<file path="config.mk">
export PLATFORM = sky130hd
export DESIGN_NAME = event_sequencer
export DESIGN_NICKNAME = d
export VERILOG_FILES = /design/src/hdl/event_sequencer.v /design/src/hdl/seq_level_match.v /design/src/hdl/seq_sync2.v
export VERILOG_INCLUDE_DIRS = /design/src /design/src/hdl
export SDC_FILE = /design/constraint.sdc
export NUM_CORES = 1
export LEC_CHECK = 0
export BUFFER_PORTS_ARGS = -buffer_cell sky130_fd_sc_hd__clkbuf_2
export CORE_UTILIZATION = 40
export CTS_CLUSTER_SIZE = 20
export DETAILED_ROUTE_END_ITERATION = 8
export PLACE_DENSITY_LB_ADDON = 0.25
export SYNTH_ARGS = -nofsm -noshare
export SYNTH_HDL_FRONTEND = slang
export SYNTH_HIERARCHICAL = 1
export SYNTH_SLANG_ARGS = --single-unit
export TNS_END_PERCENT = 20
</file>
<file path="constraint.sdc">
create_clock -name i_clk -period 4.6 [get_ports i_clk]
set_clock_uncertainty 0.2 [all_clocks]
set_input_delay 0.46 -clock i_clk [delete_from_list [all_inputs] [get_ports i_clk]]
set_output_delay 0.46 -clock i_clk [all_outputs]
set_load 0.02 [all_outputs]
</file>
<file path="src/hdl/event_sequencer_consts.vh">
// constants for the event sequencer: register map, field positions, timing
// assumes 32-bit axi4-lite data and byte addressing
`ifndef EVENT_SEQUENCER_CONSTS_VH
`define EVENT_SEQUENCER_CONSTS_VH

// ==========================================================================
// sizes
`define SEQ_NUM_INPUTS   6
`define SEQ_NUM_LEVELS   8
`define SEQ_LVL_W        3

// ==========================================================================
// selection encoding per input and level
`define SEL_NONE         2'h0
`define SEL_ADV          2'h1
`define SEL_RST          2'h2

// ==========================================================================
// register byte offsets
`define REG_CTRL         8'h00
`define REG_LEVEL_BASE   8'h04
`define REG_STATUS       8'h24
`define REG_INT_STAT     8'h28
`define REG_INT_MASK     8'h2C
`define REG_ACT_CTRL     8'h30

// ==========================================================================
// ctrl fields
`define CTRL_CLEAR_BIT   0
`define CTRL_TRIG_BIT    1
`define CTRL_BRK_BIT     2
`define CTRL_TRC_EN_BIT  3

// action control fields
`define ACT_FIRST_COUNTER_ZERO_INPUT_LSB     0
`define ACT_SECOND_COUNTER_ZERO_INPUT_LSB     3
`define ACT_TRC_LSB      6
`define ACT_CNT_W        3
`define ACT_TRC_W        2

// counter actions
`define CNT_ACT_NONE     3'h0
`define CNT_ACT_START    3'h1
`define CNT_ACT_STOP     3'h2
`define CNT_ACT_DEC      3'h3
`define CNT_ACT_RELOAD   3'h4

// trace actions
`define TRC_ACT_NONE     2'h0
`define TRC_ACT_START    2'h1
`define TRC_ACT_STOP     2'h2
`define TRC_ACT_DISABLE  2'h3

// interrupt bits
`define INT_DETECT_BIT   0
`define INT_RESET_BIT    1
`define INT_W            2

// axi responses
`define AXI_RESP_OKAY    2'h0
`define AXI_RESP_SLVERR  2'h2

// trigger pulse width
`define TRIG_PULSE_NS    20
`define CLK_PERIOD_NS    10

`endif

</file>
<file path="src/hdl/event_sequencer.v">
// event sequencer: up to eight levels over six inputs, with actions on detection
// assumes axi4-lite master on i_clk; event inputs and qualifier asynchronous
//
// The implementer's own choices: the register addresses and the AXI4-Lite interface to the registers.
`timescale 1ns/1ps
`include "event_sequencer_consts.vh"

module event_sequencer #(
	parameter N_IN  = `SEQ_NUM_INPUTS,
	parameter N_LVL = `SEQ_NUM_LEVELS
) (
	input  wire        i_clk,
	input  wire        i_srst,
	input  wire        i_event_input_a,
	input  wire        i_event_input_b,
	input  wire        i_event_input_c,
	input  wire        i_event_input_d,
	input  wire        i_first_counter_zero_input,
	input  wire        i_second_counter_zero_input,
	input  wire        i_cycle_qual,
	input  wire [31:0] s_axi_awaddr,
	input  wire        s_axi_awvalid,
	output reg         s_axi_awready,
	input  wire [31:0] s_axi_wdata,
	input  wire [3:0]  s_axi_wstrb,
	input  wire        s_axi_wvalid,
	output reg         s_axi_wready,
	output reg  [1:0]  s_axi_bresp,
	output reg         s_axi_bvalid,
	input  wire        s_axi_bready,
	input  wire [31:0] s_axi_araddr,
	input  wire        s_axi_arvalid,
	output reg         s_axi_arready,
	output reg  [31:0] s_axi_rdata,
	output reg  [1:0]  s_axi_rresp,
	output reg         s_axi_rvalid,
	input  wire        s_axi_rready,
	output reg  [2:0]  o_first_counter_zero_input_action,
	output reg  [2:0]  o_second_counter_zero_input_action,
	output reg  [1:0]  o_trace_action,
	output reg         o_trace_enable,
	output reg         o_breakpoint,
	output reg         o_trigger,
	output reg         o_irq
);
	// ==========================================================================
	// constants
	localparam integer TRIG_CYC_RAW = `TRIG_PULSE_NS / `CLK_PERIOD_NS;
	localparam integer TRIG_CYC     = (TRIG_CYC_RAW < 1) ? 1 : TRIG_CYC_RAW;
	localparam [3:0]   TRIG_LOAD    = TRIG_CYC[3:0];

	// ==========================================================================
	// input synchronisation
	wire [N_IN:0] raw_in = {i_cycle_qual, i_second_counter_zero_input, i_first_counter_zero_input,
		i_event_input_d, i_event_input_c, i_event_input_b, i_event_input_a};
	wire [N_IN:0] sync_in;

	seq_sync2 #(.W(N_IN+1)) u_sync (
		.i_clk  (i_clk),
		.i_srst (i_srst),
		.i_d    (raw_in),
		.o_q    (sync_in)
	);

	wire [N_IN-1:0] hit = sync_in[N_IN] ? sync_in[N_IN-1:0] : {N_IN{1'b0}};

	// ==========================================================================
	// registers
	reg [2*N_IN-1:0] sel_q [0:N_LVL-1];
	reg [`SEQ_LVL_W-1:0] level_q;
	reg              trig_en_q;
	reg              brk_en_q;
	reg [7:0]        act_q;
	reg [`INT_W-1:0] int_stat_q;
	reg [`INT_W-1:0] int_mask_q;
	reg              trc_disabled_q;
	reg [31:0]       det_count_q;
	reg [3:0]        trig_cnt_q;

	// ==========================================================================
	// per-level match
	wire [N_LVL-1:0] lvl_adv;
	wire [N_LVL-1:0] lvl_rst;
	wire [N_LVL-1:0] lvl_def;
	genvar gl;
	generate
		for (gl = 0; gl < N_LVL; gl = gl + 1) begin : g_lvl
			seq_level_match #(.N_IN(N_IN)) u_match (
				.i_sel     (sel_q[gl]),
				.i_hit     (hit),
				.o_adv     (lvl_adv[gl]),
				.o_rst     (lvl_rst[gl]),
				.o_defined (lvl_def[gl])
			);
		end
	endgenerate

	// highest defined level sets the sequence length
	reg [`SEQ_LVL_W-1:0] last_lvl;
	integer k;
	always @* begin
		last_lvl = {`SEQ_LVL_W{1'b0}};
		for (k = 0; k < N_LVL; k = k + 1) begin
			if (lvl_def[k]) begin
				last_lvl = k[`SEQ_LVL_W-1:0];
			end
		end
	end

	wire any_def   = |lvl_def;
	wire cur_adv   = lvl_adv[level_q];
	wire cur_rst   = lvl_rst[level_q];
	wire at_last   = (level_q == last_lvl);
	wire detect    = any_def & cur_adv & at_last;
	wire do_reset  = any_def & cur_rst & ~cur_adv;

	// ==========================================================================
	// axi write path
	reg        aw_have_q;
	reg        w_have_q;
	reg [7:0]  aw_addr_q;
	reg [31:0] w_data_q;
	reg [3:0]  w_strb_q;

	wire        wr_fire = aw_have_q & w_have_q & ~s_axi_bvalid;
	wire [31:0] wmask   = {{8{w_strb_q[3]}}, {8{w_strb_q[2]}}, {8{w_strb_q[1]}}, {8{w_strb_q[0]}}};
	wire [7:0]  wa_lvl  = aw_addr_q - `REG_LEVEL_BASE;
	wire        wr_lvl  = (aw_addr_q >= `REG_LEVEL_BASE) && (aw_addr_q < `REG_STATUS) && (aw_addr_q[1:0] == 2'h0);
	wire        wr_ctrl = wr_fire && (aw_addr_q == `REG_CTRL);
	wire        clr_cfg = wr_ctrl && w_strb_q[0] && w_data_q[`CTRL_CLEAR_BIT];
	wire        wr_map  = (aw_addr_q == `REG_CTRL) || wr_lvl || (aw_addr_q == `REG_STATUS)
		|| (aw_addr_q == `REG_INT_STAT) || (aw_addr_q == `REG_INT_MASK) || (aw_addr_q == `REG_ACT_CTRL);
	wire        trc_reen = wr_ctrl && w_strb_q[0] && w_data_q[`CTRL_TRC_EN_BIT];

	integer i;
	always @(posedge i_clk) begin
		if (i_srst) begin
			aw_have_q     <= 1'b0;
			w_have_q      <= 1'b0;
			aw_addr_q     <= 8'h00;
			w_data_q      <= 32'h0000_0000;
			w_strb_q      <= 4'h0;
			s_axi_awready <= 1'b0;
			s_axi_wready  <= 1'b0;
			s_axi_bvalid  <= 1'b0;
			s_axi_bresp   <= `AXI_RESP_OKAY;
			trig_en_q     <= 1'b0;
			brk_en_q      <= 1'b0;
			act_q         <= 8'h00;
			int_mask_q    <= {`INT_W{1'b0}};
			for (i = 0; i < N_LVL; i = i + 1) begin
				sel_q[i] <= {2*N_IN{1'b0}};
			end
		end else begin
			s_axi_awready <= ~aw_have_q & ~s_axi_awready;
			s_axi_wready  <= ~w_have_q & ~s_axi_wready;
			if (s_axi_awvalid & s_axi_awready) begin
				aw_have_q <= 1'b1;
				aw_addr_q <= s_axi_awaddr[7:0];
				s_axi_awready <= 1'b0;
			end
			if (s_axi_wvalid & s_axi_wready) begin
				w_have_q <= 1'b1;
				w_data_q <= s_axi_wdata;
				w_strb_q <= s_axi_wstrb;
				s_axi_wready <= 1'b0;
			end
			if (wr_fire) begin
				aw_have_q    <= 1'b0;
				w_have_q     <= 1'b0;
				s_axi_bvalid <= 1'b1;
				s_axi_bresp  <= wr_map ? `AXI_RESP_OKAY : `AXI_RESP_SLVERR;
				if (aw_addr_q == `REG_CTRL) begin
					if (w_strb_q[0]) begin
						trig_en_q <= w_data_q[`CTRL_TRIG_BIT];
						brk_en_q  <= w_data_q[`CTRL_BRK_BIT];
					end
				end
				if (aw_addr_q == `REG_INT_MASK && w_strb_q[0]) begin
					int_mask_q <= w_data_q[`INT_W-1:0];
				end
				if (aw_addr_q == `REG_ACT_CTRL && w_strb_q[0]) begin
					act_q <= w_data_q[7:0];
				end
				if (wr_lvl) begin
					sel_q[wa_lvl[4:2]] <= (sel_q[wa_lvl[4:2]] & ~wmask[2*N_IN-1:0])
						| (w_data_q[2*N_IN-1:0] & wmask[2*N_IN-1:0]);
				end
			end else if (s_axi_bvalid & s_axi_bready) begin
				s_axi_bvalid <= 1'b0;
			end
			if (clr_cfg) begin
				for (i = 0; i < N_LVL; i = i + 1) begin
					sel_q[i] <= {2*N_IN{1'b0}};
				end
			end
		end
	end

	// ==========================================================================
	// axi read path
	always @(posedge i_clk) begin
		if (i_srst) begin
			s_axi_arready <= 1'b0;
			s_axi_rvalid  <= 1'b0;
			s_axi_rdata   <= 32'h0000_0000;
			s_axi_rresp   <= `AXI_RESP_OKAY;
		end else begin
			s_axi_arready <= ~s_axi_rvalid & ~s_axi_arready;
			if (s_axi_arvalid & s_axi_arready) begin
				s_axi_arready <= 1'b0;
				s_axi_rvalid  <= 1'b1;
				s_axi_rresp   <= `AXI_RESP_OKAY;
				s_axi_rdata   <= 32'h0000_0000;
				if (s_axi_araddr[7:0] == `REG_CTRL) begin
					s_axi_rdata <= {28'h000_0000, ~trc_disabled_q, brk_en_q, trig_en_q, 1'b0};
				end else if (s_axi_araddr[7:0] >= `REG_LEVEL_BASE && s_axi_araddr[7:0] < `REG_STATUS
					&& s_axi_araddr[1:0] == 2'h0) begin
					s_axi_rdata <= {{(32-2*N_IN){1'b0}}, sel_q[s_axi_araddr[4:2] - 3'h1]};
				end else if (s_axi_araddr[7:0] == `REG_STATUS) begin
					s_axi_rdata <= {det_count_q[27:0], 1'b0, level_q};
				end else if (s_axi_araddr[7:0] == `REG_INT_STAT) begin
					s_axi_rdata <= {30'h0000_0000, int_stat_q};
				end else if (s_axi_araddr[7:0] == `REG_INT_MASK) begin
					s_axi_rdata <= {30'h0000_0000, int_mask_q};
				end else if (s_axi_araddr[7:0] == `REG_ACT_CTRL) begin
					s_axi_rdata <= {24'h00_0000, act_q};
				end else begin
					s_axi_rresp <= `AXI_RESP_SLVERR;
				end
			end else if (s_axi_rvalid & s_axi_rready) begin
				s_axi_rvalid <= 1'b0;
			end
		end
	end

	// ==========================================================================
	// sequencer level state
	always @(posedge i_clk) begin
		if (i_srst || clr_cfg) begin
			level_q     <= {`SEQ_LVL_W{1'b0}};
			det_count_q <= 32'h0000_0000;
		end else if (detect) begin
			level_q     <= {`SEQ_LVL_W{1'b0}};
			det_count_q <= det_count_q + 32'h0000_0001;
		end else if (do_reset) begin
			level_q <= {`SEQ_LVL_W{1'b0}};
		end else if (any_def && cur_adv) begin
			level_q <= level_q + 3'h1;
		end
		// no hit on current level: hold
	end

	// ==========================================================================
	// actions and interrupts
	wire [`INT_W-1:0] int_set = {do_reset, detect};
	wire [`INT_W-1:0] int_clr = (wr_fire && aw_addr_q == `REG_INT_STAT && w_strb_q[0])
		? w_data_q[`INT_W-1:0] : {`INT_W{1'b0}};
	wire [1:0] trc_act = act_q[`ACT_TRC_LSB +: `ACT_TRC_W];

	always @(posedge i_clk) begin
		if (i_srst) begin
			o_first_counter_zero_input_action  <= `CNT_ACT_NONE;
			o_second_counter_zero_input_action  <= `CNT_ACT_NONE;
			o_trace_action <= `TRC_ACT_NONE;
			o_trace_enable <= 1'b1;
			trc_disabled_q <= 1'b0;
			o_breakpoint   <= 1'b0;
			o_trigger      <= 1'b0;
			trig_cnt_q     <= 4'h0;
			int_stat_q     <= {`INT_W{1'b0}};
			o_irq          <= 1'b0;
		end else begin
			o_first_counter_zero_input_action  <= detect ? act_q[`ACT_FIRST_COUNTER_ZERO_INPUT_LSB +: `ACT_CNT_W] : `CNT_ACT_NONE;
			o_second_counter_zero_input_action  <= detect ? act_q[`ACT_SECOND_COUNTER_ZERO_INPUT_LSB +: `ACT_CNT_W] : `CNT_ACT_NONE;
			o_trace_action <= detect ? trc_act : `TRC_ACT_NONE;
			if (detect && trc_act == `TRC_ACT_DISABLE) begin
				trc_disabled_q <= 1'b1;
				o_trace_enable <= 1'b0;
			end else if (trc_reen) begin
				trc_disabled_q <= 1'b0;
				o_trace_enable <= 1'b1;
			end
			o_breakpoint <= detect & brk_en_q;
			if (detect && trig_en_q) begin
				trig_cnt_q <= TRIG_LOAD - 4'h1;
				o_trigger  <= 1'b1;
			end else if (trig_cnt_q != 4'h0) begin
				trig_cnt_q <= trig_cnt_q - 4'h1;
			end else begin
				o_trigger <= 1'b0;
			end
			int_stat_q <= (int_stat_q & ~int_clr) | int_set;
			o_irq      <= |(((int_stat_q & ~int_clr) | int_set) & int_mask_q);
		end
	end
endmodule

</file>
<file path="src/hdl/seq_level_match.v">
// one level of selections: advance and reset hit detection
// assumes inputs already synchronised and qualified
`timescale 1ns/1ps
`include "event_sequencer_consts.vh"

module seq_level_match #(
	parameter N_IN = `SEQ_NUM_INPUTS
) (
	input  wire [2*N_IN-1:0] i_sel,
	input  wire [N_IN-1:0]   i_hit,
	output wire              o_adv,
	output wire              o_rst,
	output wire              o_defined
);
	// ==========================================================================
	// per-input decode
	wire [N_IN-1:0] adv_v;
	wire [N_IN-1:0] rst_v;
	genvar g;
	generate
		for (g = 0; g < N_IN; g = g + 1) begin : g_in
			assign adv_v[g] = (i_sel[2*g+1:2*g] == `SEL_ADV);
			assign rst_v[g] = (i_sel[2*g+1:2*g] == `SEL_RST);
		end
	endgenerate

	assign o_adv     = |(adv_v & i_hit);
	assign o_rst     = |(rst_v & i_hit);
	assign o_defined = |adv_v;
endmodule

</file>
<file path="src/hdl/seq_sync2.v">
// two-flop synchroniser for a bus of levels
// assumes inputs come from outside the clock domain
`timescale 1ns/1ps

module seq_sync2 #(
	parameter W = 1
) (
	input  wire         i_clk,
	input  wire         i_srst,
	input  wire [W-1:0] i_d,
	output reg  [W-1:0] o_q
);
	// ==========================================================================
	// two stages
	reg [W-1:0] meta_q;

	always @(posedge i_clk) begin
		if (i_srst) begin
			meta_q <= {W{1'b0}};
			o_q    <= {W{1'b0}};
		end else begin
			meta_q <= i_d;
			o_q    <= meta_q;
		end
	end
endmodule
</file>
==> impl_metrics.csv <==
group,metric,value,unit
floorplan,floorplan.die_area,0.03096,mm^2
sta,setup_total_negative_slack,0,ns
grt,globalRouteOverflowTotal,0,
yosys,synth_top_flop_cell,"dfxtp_1",
sta,tightest_slew,1.022,ns
critical_path,critPathArrivalTime,3.96,ns
clock_tree,cts_inserted_buffers,26,
yosys,synth.distinct_cells,72,
sta,setup_repair_after_global_routing_missed_its_margin,"no",
critical_path,cp-start-kind,"flop",
sta,slew_violations,0,
floorplan,pin_count,167,
critical_path,crit_path_required_time,4.82,ns
placed_design,io_buffers,94,
layout,regArea,0.005667,mm^2
sta,slew_headroom,0.3189,
layout,nFillCells,2771,
yosys,synth_edf_count,96,
clock_tree,clkSinkCount,235,
placed_design,numPlacedInstances,1646,
layout,mostFrequentLayoutCells,"185 x nor2_1, 138 x dfxtp_1, 135 x nand2_1",
yosys,yosys_warnings,6,
drt,routed_wl,35510,um
sta,fin_worst_hold_slack,0.07509,ns
clock_tree,cts_buffer_depth,3,
drt,drt_iter0_drc,1003,
grt,initial_antenna_violation_count,0,
layout,n_antenna_cell,0,
layout,finalNetCount,1443,
yosys,ys_seq_area_frac,0.4681,
floorplan,fp.coreArea,0.02972,mm^2
clock_tree,maximum_level_of_the_cts_h_tree,1,
sta,final-setup-viol-count,0,
floorplan,die_width,176.0,um
drt,detail-route-antenna-nets,0,
yosys,mappedNetlistArea,0.01210,mm^2
layout,final_instance_count_excl_fillers,1724,
layout,final_common_cell,"nor2_1",
sta,timing.final.crit_period,3.739,ns
drt,avgViaCountPerCell,5.782,
sta,final.period_utilization,0.8129,
drt,route.detailed.wl_per_inst,20.60,um
flow_run,maxCapViolCount,0,
yosys,flop_and_latch_count_out_of_synthesis,235,
drt,drc_errors,0,
hold_path,holdCritPathClass,"input port to flop",
grt,largest_net_degree_at_the_start_of_global_routing,79,
placed_design,gpl.final_weighted_congestion,0.9158,
yosys,async_flop_share,0,
sta,maxClockFrequency,0.2674,GHz
yosys,synth.avg_cell_area,9.979,um^2
layout,syn_to_final_growth,15.36,%
pwr,worst_supply_voltage_drop_on_vdd,0.2545,mV
critical_path,crit_path_end_kind,"flop",
layout,final_layout_size_suffix_gt1_frac,0.1747,
pwr,power.density,354.9,mW/mm^2
yosys,post_synth_inst_count,1213,
grt,grt_pass1_vias,9439,
floorplan,row_count,63,
clock_tree,cts_tree,"yes",
grt,grtUsageTotal,0.2291,
placed_design,dp.final_hpwl,25490,um
clock_tree,cts-root-buf,"clkbuf_16",
floorplan,start_util,0.4073,
pwr,leakage,0.005079,uW
floorplan,die_h,176.0,um
drt,via_count,9969,
clock_tree,clk_pin_slew,0.06,ns
clock_tree,insertion_delay,0.53,ns
layout,multi_input_area,0.005984,mm^2
critical_path,crit_type,"flop to flop",
sta,timing_hold_violations_final,0,
grt,wire_length_of_the_first_global_routing_pass,54500,um
critical_path,crit_fanout,18,
drt,drt_pass1_iterations,8,
status,run_status,"finished, final reports clean",
[layout make-up]
class,count,area share
Timing Repair Buffer,138,0.06308
Multi-Input combinational cell,891,0.4286
Clock buffer,43,0.05771
Inverter,23,0.006183
Tap cell,390,0.03495
Sequential cell,235,0.4058
Clock inverter,4,0.003674
[worst max-delay path, stage by stage, from the launching register on]
cell	delay [ns]
dfxtp_1	0.39
and2_1	0.69
a22oi_1	0.20
nand3_1	0.14
mux2i_1	0.17
mux4_2	0.67
nor2_4	0.19
and3_1	0.60
nand2_1	0.18
and3_1	0.20
[through the flow]
step	setup slack [ns]	instance area [um^2]	util	power, uW
after floorplan	1.154	12110	-	2712
after global placement	0.9684	12800	0.4306	2886
after detailed placement	0.9343	12800	0.4306	2895
after CTS	0.9079	13960	0.4699	4986
after global routing	0.6635	13960	0.4699	5134
final	0.8606	13960	0.4699	4955
[synth_stat cells, types with 12 or more instances]
| cell type | instances | share of area |
|---|---|---|
| edfxtp_1 | 96 | 0.24 |
| nor4_1 | 19 | 0.0098 |
| a22oi_1 | 44 | 0.027 |
| xnor2_1 | 14 | 0.010 |
| a221oi_1 | 17 | 0.012 |
| nand3_1 | 27 | 0.011 |
| o21ai_0 | 25 | 0.010 |
| nand2_1 | 135 | 0.042 |
| ha_1 | 14 | 0.014 |
| inv_1 | 22 | 0.0068 |
| nor3_1 | 12 | 0.0050 |
| o22ai_1 | 29 | 0.015 |
| and3_1 | 18 | 0.0093 |
| mux4_2 | 41 | 0.076 |
| nand2b_1 | 12 | 0.0062 |
| mux2i_1 | 42 | 0.035 |
| nor2_1 | 185 | 0.057 |
| or3_1 | 25 | 0.013 |
| a21oi_1 | 71 | 0.029 |
| dfxtp_1 | 139 | 0.23 |
| buf_2 | 15 | 0.0062 |
| clkbuf_1 | 30 | 0.0093 |
| nor2b_1 | 42 | 0.022 |
[final timing paths]
path / slack [ns] / from / to / cells after the start
min: 0.08 / i_srst / u_sync/o_q[2] / 2
min reg2reg: 0.23 / u_sync/meta_q[6] / u_sync/o_q[6] / 1
max: 0.86 / u_sync/o_q[6] / trig_cnt_q[1] / 9
max reg2reg: 0.86 / u_sync/o_q[6] / trig_cnt_q[1] / 9
[logic make-up after synthesis]
kind of cell,share of synthesized area
AOI/OAI and AO/OA,0.1251
other,0.0003098
buffers and inverters,0.03783
DFF,0.4681
muxes,0.1157
and+or+nand+nor,0.2264
adders and majority gates,0.01447
xor gates and xnor gates,0.01220
[sequential cells by signal, indices dropped and copies added (netlist names), 4 cells and up]
| name | count |
|---|---|
| sel_q | 96 |
| s_axi_rdata | 32 |
| det_count_q | 28 |
| w_data_q | 12 |
| act_q | 8 |
| aw_addr_q | 8 |
| u_sync/meta_q | 7 |
| u_sync/o_q | 7 |
| trig_cnt_q | 4 |
[timing repair]
| item | 4_1_cts | 5_1_grt |
|---|---|---|
| setup buffers | 0 | 0 |
| resized for setup | 0 | 0 |
| hold buffers | 31 | 0 |
| hold endpoints to repair | 31 | 0 |
[report_power, final]
group	internal (uW)	leakage (uW)	switching [uW]
clock	1250	0.000416	833
combinational	229	0.00254	345
sequential	2230	0.00212	69.8
total	3710	0.00508	1250
[routing by layer]
metal / global-route usage / wire [um] / vias to the layer above
met4: 0.08478 / 1248 / 0
met2: 0.3799 / 16760 / 378
met3: 0.02799 / 2123 / 74
met1: 0.3065 / 15380 / 4862
li1: - / - / 4655
met5: 0 / 0 / -
No activity file was read; power rests on OpenSTA's default activity.
